**config.mk**
```make
export PLATFORM = sky130hd
export DESIGN_NAME = ipsrc_top
export DESIGN_NICKNAME = d
export VERILOG_FILES = /design/src/design/ipsrc_top.v
export VERILOG_INCLUDE_DIRS = /design/src /design/src/include
export SDC_FILE = /design/constraint.sdc
export NUM_CORES = 1
export LEC_CHECK = 0
export ABC_AREA = 1
export ABC_CLOCK_PERIOD_IN_PS = 3300
export BUFFER_PORTS_ARGS = -buffer_cell sky130_fd_sc_hd__clkbuf_2
export CAP_MARGIN = 5
export CORE_AREA = 2 2 240 242
export DETAILED_ROUTE_END_ITERATION = 12
export DIE_AREA = 0 0 242 244
export GPL_TIMING_DRIVEN = 1
export PLACE_DENSITY = 0.79
export SLEW_MARGIN = 20
export SYNTH_ARGS = -nofsm -noshare
export SYNTH_HDL_FRONTEND = slang
export SYNTH_SLANG_ARGS = --single-unit
```
**constraint.sdc**
```tcl
create_clock -name core_clk -period 3.3 [get_ports core_clk]
set_input_delay 0 -clock core_clk [delete_from_list [all_inputs] [get_ports core_clk]]
set_output_delay 0 -clock core_clk [all_outputs]
set_load 0.02 [all_outputs]
```
**src/include/ipsrc_consts.vh**
```
// constants for the interrupt priority and source block
// What this block does
// - first priority register, eight bits, reset ones
// - priority bit one high, zero low
// - small package: parallel port bit reads zero
// - second priority register, bit zero resets zero
// - third priority register, two bits, reset ones
// - priority enable selects two-level or single-level
// - reset control holds six reset-cause flags
// - pin edge select: one rising, zero falling
// - selected edge sets flag; enable gates request
// - enabled pin interrupts wake from sleep
// - after wake, vector only if global enable
// - pin one, two priority in third control
// - pin zero always high priority
// - timer zero 8-bit rollover sets flag
// - timer zero 16-bit rollover sets flag
// - timer zero enable and priority bits
// - port b upper change sets port flag
// - entry pushes return address onto stack
// - entry shadows working, status, bank registers
// - single-level needs peripheral enable for peripherals
// - peripheral priorities apply only when enabled
`ifndef IPSRC_CONSTS_VH
`define IPSRC_CONSTS_VH
`define IPSRC_A_PRI1 3'h0
`define IPSRC_A_PRI2 3'h1
`define IPSRC_A_PRI3 3'h2
`define IPSRC_A_RESET_CAUSE_AND_PRIORITY_CONTROL 3'h3
`define IPSRC_A_ICON 3'h4
`define IPSRC_A_ICON2 3'h5
`define IPSRC_A_ICON3 3'h6
`define IPSRC_A_TCTL 3'h7
`define IPSRC_RST_PRI1 8'hff
`define IPSRC_RST_PRI2 8'hc8
`define IPSRC_MSK_PRI2 8'hc9
`define IPSRC_RST_PRI3 8'hc0
`define IPSRC_MSK_PRI3 8'hc0
`define IPSRC_RST_RESET_CAUSE_AND_PRIORITY_CONTROL 8'h3c
`define IPSRC_MSK_RESET_CAUSE_AND_PRIORITY_CONTROL 8'hbf
`define IPSRC_RO_RESET_CAUSE_AND_PRIORITY_CONTROL 8'h0c
`define IPSRC_RST_ICON 8'h00
`define IPSRC_RST_ICON2 8'hf5
`define IPSRC_MSK_ICON2 8'hf5
`define IPSRC_RST_ICON3 8'hc0
`define IPSRC_MSK_ICON3 8'hdb
`define IPSRC_PSP_BIT 7
`define IPSRC_PRIORITY_LEVELS_ENABLE_BIT 7
`define IPSRC_GIE_BIT 7
`define IPSRC_PERIPHERAL_INTERRUPT_ENABLE_BIT 6
`define IPSRC_T0IE_BIT 5
`define IPSRC_P0IE_BIT 4
`define IPSRC_PORT_CHANGE_ENABLE_BIT 3
`define IPSRC_P0IF_BIT 1
`define IPSRC_PORT_CHANGE_FLAG_BIT 0
`define IPSRC_T0IP_BIT 2
`define IPSRC_PORT_CHANGE_PRIORITY_BIT 0
`define IPSRC_P1IP_BIT 6
`define IPSRC_P2IP_BIT 7
`define IPSRC_P1IE_BIT 3
`define IPSRC_P2IE_BIT 4
`define IPSRC_P1IF_BIT 0
`define IPSRC_P2IF_BIT 1
`define IPSRC_T16_BIT 0
`define IPSRC_EDGE0_BIT 7
`define IPSRC_T0IF_BIT 2
`endif

```
**src/design/ipsrc_top.v**
```verilog
// interrupt priority, pin and timer sources, and entry context save
`timescale 1ns/10ps
`default_nettype none
`include "ipsrc_consts.vh"
module ipsrc_top #(
  parameter PIN28 = 0,
  parameter DATA_W = 8,
  parameter PC_W = 21,
  parameter STK_DEPTH = 31
) (
  // clock and reset
  input wire core_clk,
  input wire rstn,
  // register port
  input wire [2:0] reg_addr,
  input wire [7:0] reg_wdata,
  input wire reg_wr,
  input wire reg_rd,
  output reg [7:0] reg_rdata,
  // external pins
  input wire [2:0] pin_irq,
  input wire [7:4] port_b_pins,
  // peripheral sources, flags already enabled by their owners
  input wire [7:0] periph_req_one,
  input wire [7:0] periph_req_two,
  input wire [7:0] periph_req_three,
  // timer zero tick
  input wire timer_tick,
  // reset cause updates
  input wire [5:0] cause_set,
  input wire [5:0] cause_clr,
  // core side
  input wire sleeping,
  input wire entry_ack,
  input wire fast_return,
  input wire [PC_W-1:0] return_pc,
  input wire [DATA_W-1:0] working_register,
  input wire [DATA_W-1:0] status_in,
  input wire [DATA_W-1:0] bank_select_register,
  output reg irq_high,
  output reg irq_low,
  output reg wake,
  output reg [PC_W-1:0] stack_top,
  output reg [DATA_W-1:0] shadow_working,
  output reg [DATA_W-1:0] shadow_status,
  output reg [DATA_W-1:0] shadow_bank
);
  reg [7:0] pri1_q, pri2_q, pri3_q, reset_cause_and_priority_control_q, icon_q, icon2_q, icon3_q, tctl_q;
  reg [15:0] tmr0_q;
  reg [2:0] pin_s1_q, pin_s2_q, pin_s3_q;
  reg [7:4] rb_s1_q, rb_s2_q, rb_s3_q, rb_last_q;
  // filtered levels: follow stage three once stages two and three agree
  reg [2:0] pin_lvl_q;
  reg [7:4] rb_lvl_q;
  reg hsvc_q, lsvc_q;
  reg [4:0] sp_q;
  reg [PC_W-1:0] stack_mem [0:STK_DEPTH-1];
  wire [7:0] pri1_mask = PIN28 ? 8'h7f : 8'hff;
  wire [2:0] edge_hit;
  wire rb_change;
  wire t0_roll;
  wire priority_levels_enable = reset_cause_and_priority_control_q[`IPSRC_PRIORITY_LEVELS_ENABLE_BIT];
  wire global_interrupt_enable = icon_q[`IPSRC_GIE_BIT];
  wire peripheral_interrupt_enable = icon_q[`IPSRC_PERIPHERAL_INTERRUPT_ENABLE_BIT];
  wire [2:0] pin_en;
  wire [2:0] pin_fl;
  wire [2:0] pin_pri;
  wire p_hi_req, p_lo_req;
  reg core_hi, core_lo, per_hi, per_lo;
  // pins: three stages, change counted when stage two and three agree
  genvar g;
  generate
    for (g = 0; g < 3; g = g + 1)
    begin : g_pin
      assign edge_hit[g] = (pin_s2_q[g] == pin_s3_q[g]) &&
        (pin_s3_q[g] != pin_lvl_q[g]) &&
        (pin_s3_q[g] == icon2_q[`IPSRC_EDGE0_BIT-g]);
    end
  endgenerate
  assign rb_change = |(rb_lvl_q ^ rb_last_q);
  assign t0_roll = timer_tick && (tctl_q[`IPSRC_T16_BIT] ?
    (tmr0_q == 16'hffff) : (tmr0_q[7:0] == 8'hff));
  assign pin_en = {icon3_q[`IPSRC_P2IE_BIT], icon3_q[`IPSRC_P1IE_BIT],
    icon_q[`IPSRC_P0IE_BIT]};
  assign pin_fl = {icon3_q[`IPSRC_P2IF_BIT], icon3_q[`IPSRC_P1IF_BIT],
    icon_q[`IPSRC_P0IF_BIT]};
  assign pin_pri = {icon3_q[`IPSRC_P2IP_BIT], icon3_q[`IPSRC_P1IP_BIT],
    1'b1};
  // peripheral requests split by priority, only with levels on
  assign p_hi_req = |(periph_req_one & pri1_q & pri1_mask) |
    |(periph_req_two & pri2_q) | |(periph_req_three & pri3_q);
  assign p_lo_req = |(periph_req_one & ~pri1_q & pri1_mask) |
    |(periph_req_two & ~pri2_q & `IPSRC_MSK_PRI2) |
    |(periph_req_three & ~pri3_q & `IPSRC_MSK_PRI3);
  always @*
  begin
    core_hi = |(pin_en & pin_fl & pin_pri);
    core_lo = |(pin_en & pin_fl & ~pin_pri);
    if (icon_q[`IPSRC_T0IE_BIT] && icon_q[`IPSRC_T0IF_BIT])
    begin
      if (icon2_q[`IPSRC_T0IP_BIT])
        core_hi = 1'b1;
      else
        core_lo = 1'b1;
    end
    if (icon_q[`IPSRC_PORT_CHANGE_ENABLE_BIT] && icon_q[`IPSRC_PORT_CHANGE_FLAG_BIT])
    begin
      if (icon2_q[`IPSRC_PORT_CHANGE_PRIORITY_BIT])
        core_hi = 1'b1;
      else
        core_lo = 1'b1;
    end
    per_hi = p_hi_req;
    per_lo = p_lo_req;
  end
  // register writes and hardware flag sets; interrupt flag sets win over writes, reset-cause updates are skipped on any write, clear wins over set
  always @(posedge core_clk)
  begin
    if (!rstn)
    begin
      pri1_q <= `IPSRC_RST_PRI1;
      pri2_q <= `IPSRC_RST_PRI2;
      pri3_q <= `IPSRC_RST_PRI3;
      reset_cause_and_priority_control_q <= `IPSRC_RST_RESET_CAUSE_AND_PRIORITY_CONTROL;
      icon_q <= `IPSRC_RST_ICON;
      icon2_q <= `IPSRC_RST_ICON2;
      icon3_q <= `IPSRC_RST_ICON3;
      tctl_q <= 8'h00;
      tmr0_q <= 16'h0000;
      pin_s1_q <= 3'h0;
      pin_s2_q <= 3'h0;
      pin_s3_q <= 3'h0;
      rb_s1_q <= 4'h0;
      rb_s2_q <= 4'h0;
      rb_s3_q <= 4'h0;
      rb_last_q <= 4'h0;
      pin_lvl_q <= 3'h0;
      rb_lvl_q <= 4'h0;
    end
    else
    begin
      pin_s1_q <= pin_irq;
      pin_s2_q <= pin_s1_q;
      pin_s3_q <= pin_s2_q;
      pin_lvl_q <= (pin_s2_q & pin_s3_q) | (pin_lvl_q & (pin_s2_q ^ pin_s3_q));
      rb_s1_q <= port_b_pins;
      rb_s2_q <= rb_s1_q;
      rb_s3_q <= rb_s2_q;
      if (rb_s2_q == rb_s3_q)
        rb_lvl_q <= rb_s3_q;
      if (reg_rd && reg_addr == `IPSRC_A_ICON)
        rb_last_q <= rb_lvl_q;
      if (reg_wr)
      begin
        case (reg_addr)
          `IPSRC_A_PRI1: pri1_q <= reg_wdata & pri1_mask;
          `IPSRC_A_PRI2: pri2_q <= reg_wdata & `IPSRC_MSK_PRI2;
          `IPSRC_A_PRI3: pri3_q <= reg_wdata & `IPSRC_MSK_PRI3;
          `IPSRC_A_RESET_CAUSE_AND_PRIORITY_CONTROL: reset_cause_and_priority_control_q <= (reg_wdata & `IPSRC_MSK_RESET_CAUSE_AND_PRIORITY_CONTROL & ~`IPSRC_RO_RESET_CAUSE_AND_PRIORITY_CONTROL) |
            (reset_cause_and_priority_control_q & `IPSRC_RO_RESET_CAUSE_AND_PRIORITY_CONTROL);
          `IPSRC_A_ICON: icon_q <= reg_wdata;
          `IPSRC_A_ICON2: icon2_q <= reg_wdata & `IPSRC_MSK_ICON2;
          `IPSRC_A_ICON3: icon3_q <= reg_wdata & `IPSRC_MSK_ICON3;
          `IPSRC_A_TCTL: tctl_q <= reg_wdata;
          default: tctl_q <= tctl_q;
        endcase
      end
      else
      begin
        reset_cause_and_priority_control_q <= (reset_cause_and_priority_control_q | {2'b00, cause_set}) & ~{2'b00, cause_clr};
      end
      if (timer_tick)
        tmr0_q <= tctl_q[`IPSRC_T16_BIT] ? tmr0_q + 16'h0001 :
          {8'h00, tmr0_q[7:0] + 8'h01};
      if (edge_hit[0])
        icon_q[`IPSRC_P0IF_BIT] <= 1'b1;
      if (t0_roll)
        icon_q[`IPSRC_T0IF_BIT] <= 1'b1;
      if (rb_change)
        icon_q[`IPSRC_PORT_CHANGE_FLAG_BIT] <= 1'b1;
      if (edge_hit[1])
        icon3_q[`IPSRC_P1IF_BIT] <= 1'b1;
      if (edge_hit[2])
        icon3_q[`IPSRC_P2IF_BIT] <= 1'b1;
    end
  end
  // request arbitration, service level tracking, context save
  always @(posedge core_clk)
  begin
    if (!rstn)
    begin
      irq_high <= 1'b0;
      irq_low <= 1'b0;
      wake <= 1'b0;
      hsvc_q <= 1'b0;
      lsvc_q <= 1'b0;
      sp_q <= 5'h00;
      stack_top <= {PC_W{1'b0}};
      shadow_working <= {DATA_W{1'b0}};
      shadow_status <= {DATA_W{1'b0}};
      shadow_bank <= {DATA_W{1'b0}};
      reg_rdata <= 8'h00;
    end
    else
    begin
      wake <= sleeping && (|(pin_en & pin_fl));
      if (priority_levels_enable)
      begin
        irq_high <= global_interrupt_enable && !hsvc_q && (core_hi || per_hi);
        irq_low <= global_interrupt_enable && peripheral_interrupt_enable && !hsvc_q && !lsvc_q &&
          (core_lo || per_lo);
      end
      else
      begin
        irq_high <= global_interrupt_enable && !hsvc_q && (core_hi || core_lo ||
          (peripheral_interrupt_enable && (per_hi || per_lo)));
        irq_low <= 1'b0;
      end
      if (entry_ack && (irq_high || irq_low))
      begin
        if (irq_high)
          hsvc_q <= 1'b1;
        else
          lsvc_q <= 1'b1;
        if (sp_q < STK_DEPTH)
        begin
          stack_mem[sp_q] <= return_pc;
          sp_q <= sp_q + 5'h01;
        end
        stack_top <= return_pc;
        shadow_working <= working_register;
        shadow_status <= status_in;
        shadow_bank <= bank_select_register;
      end
      else if (fast_return)
      begin
        if (hsvc_q)
          hsvc_q <= 1'b0;
        else
          lsvc_q <= 1'b0;
        if (sp_q != 5'h00)
        begin
          sp_q <= sp_q - 5'h01;
          stack_top <= (sp_q > 5'h01) ? stack_mem[sp_q - 5'h02] : {PC_W{1'b0}};
        end
      end
      if (reg_rd)
      begin
        case (reg_addr)
          `IPSRC_A_PRI1: reg_rdata <= pri1_q & pri1_mask;
          `IPSRC_A_PRI2: reg_rdata <= pri2_q;
          `IPSRC_A_PRI3: reg_rdata <= pri3_q;
          `IPSRC_A_RESET_CAUSE_AND_PRIORITY_CONTROL: reg_rdata <= reset_cause_and_priority_control_q;
          `IPSRC_A_ICON: reg_rdata <= icon_q;
          `IPSRC_A_ICON2: reg_rdata <= icon2_q;
          `IPSRC_A_ICON3: reg_rdata <= icon3_q;
          default: reg_rdata <= tctl_q;
        endcase
      end
      else
        reg_rdata <= 8'h00;
    end
  end
endmodule
`default_nettype wire

```
# Yosys cells after proc, flatten, opt, wreduce, memory -nomap -nowiden
# Memories as Yosys holds them, arrays and structs flattened.
# Cells that the tools add are included.
# op_classes
n_eq_ne	24
reduce_logical	70
addsub	5
n_mux	42
magnitude_cmp	2
bitwise_logic	26
# op_table
operator	count
$mux 21	4
$and 8x8->8	7
$pmux 8 s7	1
$reduce_and 2->1	16
$reduce_or 8->1	4
$mux 1	26
$not 8->8	3
$reduce_bool 2->1	12
$logic_and 1x1->1	20
$mux 5	4
$add 16x1->16 const B	1
$eq 16x16->1 const B	1
$mux 16	1
$mux 8	2
$and 3x3->3	5
$eq 3x3->1 const B	4
$reduce_or 3->1	3
$add 8x1->8 const B	1
$eq 8x8->1 const B	1
$not 6->8	1
$or 8x4->8	1
$or 8x6->8	1
$reduce_or 4->1	2
$eq 1x1->1	6
other kinds (24)	42
# word_totals
reg_bits	161
out_inout_bits	56
input_bits	107
mem_count	1
elab_cells	204
mem_bits_rw	651
# memory_table
name	depth	width	rd	rd_ports_with_merged_regs	wr	line	text
stack_mem	31	21	1	0	1	ipsrc_top.v:57	reg [PC_W-1:0] stack_mem [0:STK_DEPTH-1];

# Longest topological paths before layout
# depth
word_depth	11
mapped_depth	13
mapped_depth_nobuf	10

# Least setup slack after synthesis
# No wires, ideal clock.
# synth_timing
path_kind	flip-flop to flip-flop
startpoint	reg irq_high
endpoint	mem stack_mem[0][0], enable pin
slack_ps	575
required_ps	2901
stages_incl_launch_ff	8
setup_ps	399
arrival_time_ps	2326
n_path_buf	1
synth_period_minus_slack_ps	2725
path_cell_list	dfxtp_1 > nand2_1 > nand2_2 > inv_1 > buf_2 > nor3_1 > nand2_1 > nor2_1
# synth_via
elab_chain_cells	5
# synth_rtl
item	line	text
start: declaration	ipsrc_top.v:40	output reg irq_high,
start signal: assignment	ipsrc_top.v:209	irq_high <= global_interrupt_enable && !hsvc_q && (core_hi || per_hi);
start signal: assignment	ipsrc_top.v:215	irq_high <= global_interrupt_enable && !hsvc_q && (core_hi || core_lo ||
$logic_or 1x1->1	ipsrc_top.v:219	if (entry_ack && (irq_high || irq_low))
$logic_and 1x1->1	ipsrc_top.v:219	
$mux 1	ipsrc_top.v:219	
$mux 1	ipsrc_top.v:190	if (!rstn)
$mux 1 (implied by the code)	ipsrc_top.v:227	stack_mem[sp_q] <= return_pc;
end: declaration	ipsrc_top.v:57	
# No other way between the ends.

# Final worst setup path
# layout_timing
startpoint	reg sp_q[1]
endpoint	reg stack_top[8]
# layout_via
elab_chain_cells	6
elab_cells_between_ends	10
cone_classes	1 x add/sub; 1 x order compare; 4 x mux; 3 x reduce/logical; 1 x memory
# layout_rtl
item	line	text
start: declaration	ipsrc_top.v:56	reg [4:0] sp_q;
start signal: assignment	ipsrc_top.v:228	sp_q <= sp_q + 5'h01;
start signal: assignment	ipsrc_top.v:243	sp_q <= sp_q - 5'h01;
$sub 5x2->5	ipsrc_top.v:244	stack_top <= (sp_q > 5'h01) ? stack_mem[sp_q - 5'h02] : {PC_W{1'b0}};
$mem_v2 31x21	-	
$mux 21	ipsrc_top.v:244	
$mux 21	ipsrc_top.v:241	if (sp_q != 5'h00)
$mux 21	ipsrc_top.v:235	else if (fast_return)
$mux 21	ipsrc_top.v:219	
end signal: assignment	ipsrc_top.v:198	stack_top <= {PC_W{1'b0}};
end signal: assignment	ipsrc_top.v:230	stack_top <= return_pc;
end signal: assignment	ipsrc_top.v:244	
end: declaration	ipsrc_top.v:43	output reg [PC_W-1:0] stack_top,
# Parallel ways exist; a longest one is shown, timed or not. The select of a mux whose other input is x is not followed.
# A chain may end at the register's enable or synchronous reset.

==> out/metrics.csv <==
stage,metric,value,unit
run_status,status,"finished, violations left",
run_status,failing checks,negative hold slack,
synthesis,syn avg cell area,9.860,sq um
sta,RSZ-0062 raised after global routing,false,
routing,Iter 0 DRT Violations,3670,
synthesis,"Seq/Total Area, Yosys",66.48,%
floorplanning,Die Height,244,um
grt,total congestion overflow,0,
synthesis,net count after synthesis,3589,
grt,total global-route track usage,30.68,%
clock_network,CTS tree,yes,
synthesis,"Top FF cell, synth",edfxtp_1,
cells_and_area,Fillers,3878,
clock_network,clk root buf,clkbuf_16,
worst_setup_path,critical path capture point type,register,
synthesis,Post-Synthesis Cells,3471,
worst_setup_path,reg2reg path depth,8,
hold_path,hold path startpoint,periph_req_three[6],
worst_setup_path,R2R Setup Slk,0.24,ns
clock_network,clk_lat worst skew,0.63,ns
synthesis,number of synthesized flops with an enable pin,651,
cells_and_area,post-route insts no fill,4481,
clock_network,setup bufs post-CTS,0,
routing,detailed-route wire length,90990,um
power,pwr dens,802.8,nW/um^2
synthesis,top post-synthesis cells by area,"edfxtp_1, nand2_1, dfxtp_1",
floorplanning,I/O Pins,163,
sta,crit path time final,3.057,ns
synthesis,leading area contributor after synthesis,edfxtp_1,
sta,Max Clk Rate,327.2,MHz
sta,worst-margin pin slew,1.055,ns
routing,via count,25760,
clock_network,CTS Buf Count,79,
worst_setup_path,crit path kind,reg -> reg,
floorplanning,core area,56170,sq um
hold_path,hold path depth,6,
routing,routed vias/inst,5.749,
power,Pwr Total,31.51,mW
worst_setup_path,worst path arrival time,3.59,ns
cells_and_area,"Area growth, synth to finish",14.68,%
synthesis,synth unique cells,42,
worst_setup_path,Reg2Reg Launch Point,sp_q[1],
floorplanning,# rows,87,
worst_setup_path,CP Max Fanout,67,
floorplanning,full die area,59050,sq um
grt,initial antenna violation count,2,
sta,Fin Setup TNS,0,ns
sta,clock skew,0.02388,ns
clock_network,clock tree sinks,811,
cells_and_area,"commonest non-fill, non-tap cell in the layout",nand2_1,
synthesis,Seq cells post-synth,811,
sta,final setup vio count,0,
worst_setup_path,reg2reg end,stack_top[8],
worst_setup_path,crit start category,register,
grt,vias in the first global route,25220,
routing,first-pass detailed-route iteration total,6,
synthesis,Post-Syn Area,34220,sq um
clock_network,Clock Tree Buf Depth,3,
placement,Detailed Place HPWL,48880,um
placement,I/O Buffers,152,
grt,pin count of the biggest net entering global routing,173,
floorplanning,Initial Util,60.93,%
cells_and_area,layout cells sized above 1,10.47,%
sta,fin. max-slew vios,0,
synthesis,Synth top area share,57.12,%
synthesis,Post-synth ARST share,0,%
cells_and_area,most frequent cells in the layout,"nand2_1, edfxtp_1, nand3_1, inv_1, a21oi_1",
job,max_cap viols,0,
routing,drt drc,0,
placement,Placed Cells,4266,
cells_and_area,# nets final,3777,
sta,fin crit share,92.63,%
hold_path,Worst Hold End,irq_low,
clock_network,clk slew on worst S/H paths,0.06,ns
worst_setup_path,Crit path required time,3.83,ns
sta,Max-slew headroom,29.67,%
routing,WL per Instance,20.30,um
hold_path,Hold Path Class,in -> reg,
grt,global-route wire length before repair,139300,um
placement,placer's final routability congestion estimate,0.9357,
floorplanning,die extent in x,242,um
sta,Min Hold Slack,-0.008733,ns
synthesis,Synth Warn #,0,
power,LEAKAGE,16.35,nW
routing,Post-DRT Antenna Nets,0,
clock_network,H-tree levels,3,
power,worst vdd ir,0.9971,mV
sta,Final Hold Viols,1,
-- kinds of logic (layout without fill, tap and decap cells) --
family / count (synthesis) / in the layout / synth area share [%]
AND/OR/NAND/NOR: 1721 / 1721 / 20.87
flip-flops: 811 / 811 / 66.48
buffers and inverters: 619 / 872 / 7.206
AO/OA/AOI/OAI: 299 / 299 / 4.738
adder cells (fa/ha/maj): 11 / 11 / 0.4022
XOR/XNOR: 9 / 9 / 0.2742
multiplexers: 1 / 1 / 0.02925
other: 0 / 1 / 0
-- how the worst max path moves through the flow --
| stage | from | endpoint | depth (start not counted) |
|---|---|---|---|
| 6_report | sp_q[1] | stack_top[8] | 8 |
| 5_1_grt | sp_q[1] | stack_top[8] | 8 |
| 4_1_cts | pri1_q[5] | irq_high | 11 |
| 3_5_place_dp | sp_q[1] | stack_mem[11][2] | 5 |
| 3_3_place_gp | sp_q[1] | stack_mem[11][2] | 5 |
| 2_1_floorplan | irq_high | stack_mem[0][0] | 7 |
-- stage by stage --
step / setup WS (ns) / cell area, sq um / utilization, %
3_5_place_dp: 0.5223 / 35850 / 63.82
3_3_place_gp: 0.5755 / 35850 / 63.82
4_1_cts: 0.03170 / 39250 / 69.88
6_report: 0.2433 / 39250 / 69.87
5_1_grt: 0.2116 / 39250 / 69.87
2_1_floorplan: 0.5753 / 34220 / -
-- layout make-up --
type                            instances  area, sq um  area share (%)
Sequential cell                       811        22760           57.99
Clock inverter                         33        379.1          0.9660
Inverter                              444         1679           4.278
Tap cell                              756        945.9           2.410
Clock buffer                          113         2331           5.939
Timing Repair Buffer                  282         2034           5.184
Multi-Input combinational cell       2041         9115           23.23
Antenna cell                            1        2.502        0.006376
-- report_power, final --
| group | leakage, nW | switching, mW | total (mW) | internal (mW) |
|---|---|---|---|---|
| combinational | 7.88 | 7.69 | 10.6 | 2.95 |
| clock | 1.32 | 3.81 | 9.36 | 5.55 |
| sequential | 7.15 | 0.269 | 11.5 | 11.2 |
-- sequential cells by signal, summed over array words and instances (netlist names), 8 cells and up --
register and cells:
icon_q 8, pri1_q 8, reg_rdata 8, shadow_bank 8, shadow_status 8, shadow_working 8
stack_mem 651, stack_top 21, tctl_q 8, tmr0_q 16
-- metal layers --
| metal | GRT usage, % | wire length, um | vias up |
|---|---|---|---|
| li1 | - | - | 11840 |
| met3 | 6.047 | 10060 | 291 |
| met5 | 0 | 0 | - |
| met4 | 14.85 | 3859 | 0 |
| met2 | 49.91 | 43420 | 1560 |
| met1 | 39.89 | 33640 | 12070 |
-- cells in the mapped netlist, types with 5 or more instances --
cell and count:
o22ai_1 8, nand3_1 488, o21ai_0 78, inv_1 436, a221oi_1 5, nand4_1 5, dfxtp_1 160, buf_1 16
o211ai_1 16, ha_1 11, inv_2 7, a31oi_1 5, edfxtp_1 651, buf_2 90, nor2_1 99, nand2_1 1102
buf_4 6, a21oi_1 170, clkbuf_1 62, nor3_1 15, xor2_1 5
-- critical path, stage by stage, from the launching register on --
cell     delay (ns)
dfxtp_4        0.39
buf_4          0.62
buf_4          0.80
nand3_1        0.24
nand3_1        0.17
nand3_1        0.13
nand3_1        0.19
nand3_1        0.15
a21oi_1        0.20
-- repair_timing --
item / 4_1_cts / 5_1_grt
endpoints found under the setup margin: 0 / 1
hold endpoints to repair: 112 / 0
hold buffers: 69 / 0
gates resized for setup: 0 / 2
No activity file was read; power rests on OpenSTA's default activity.
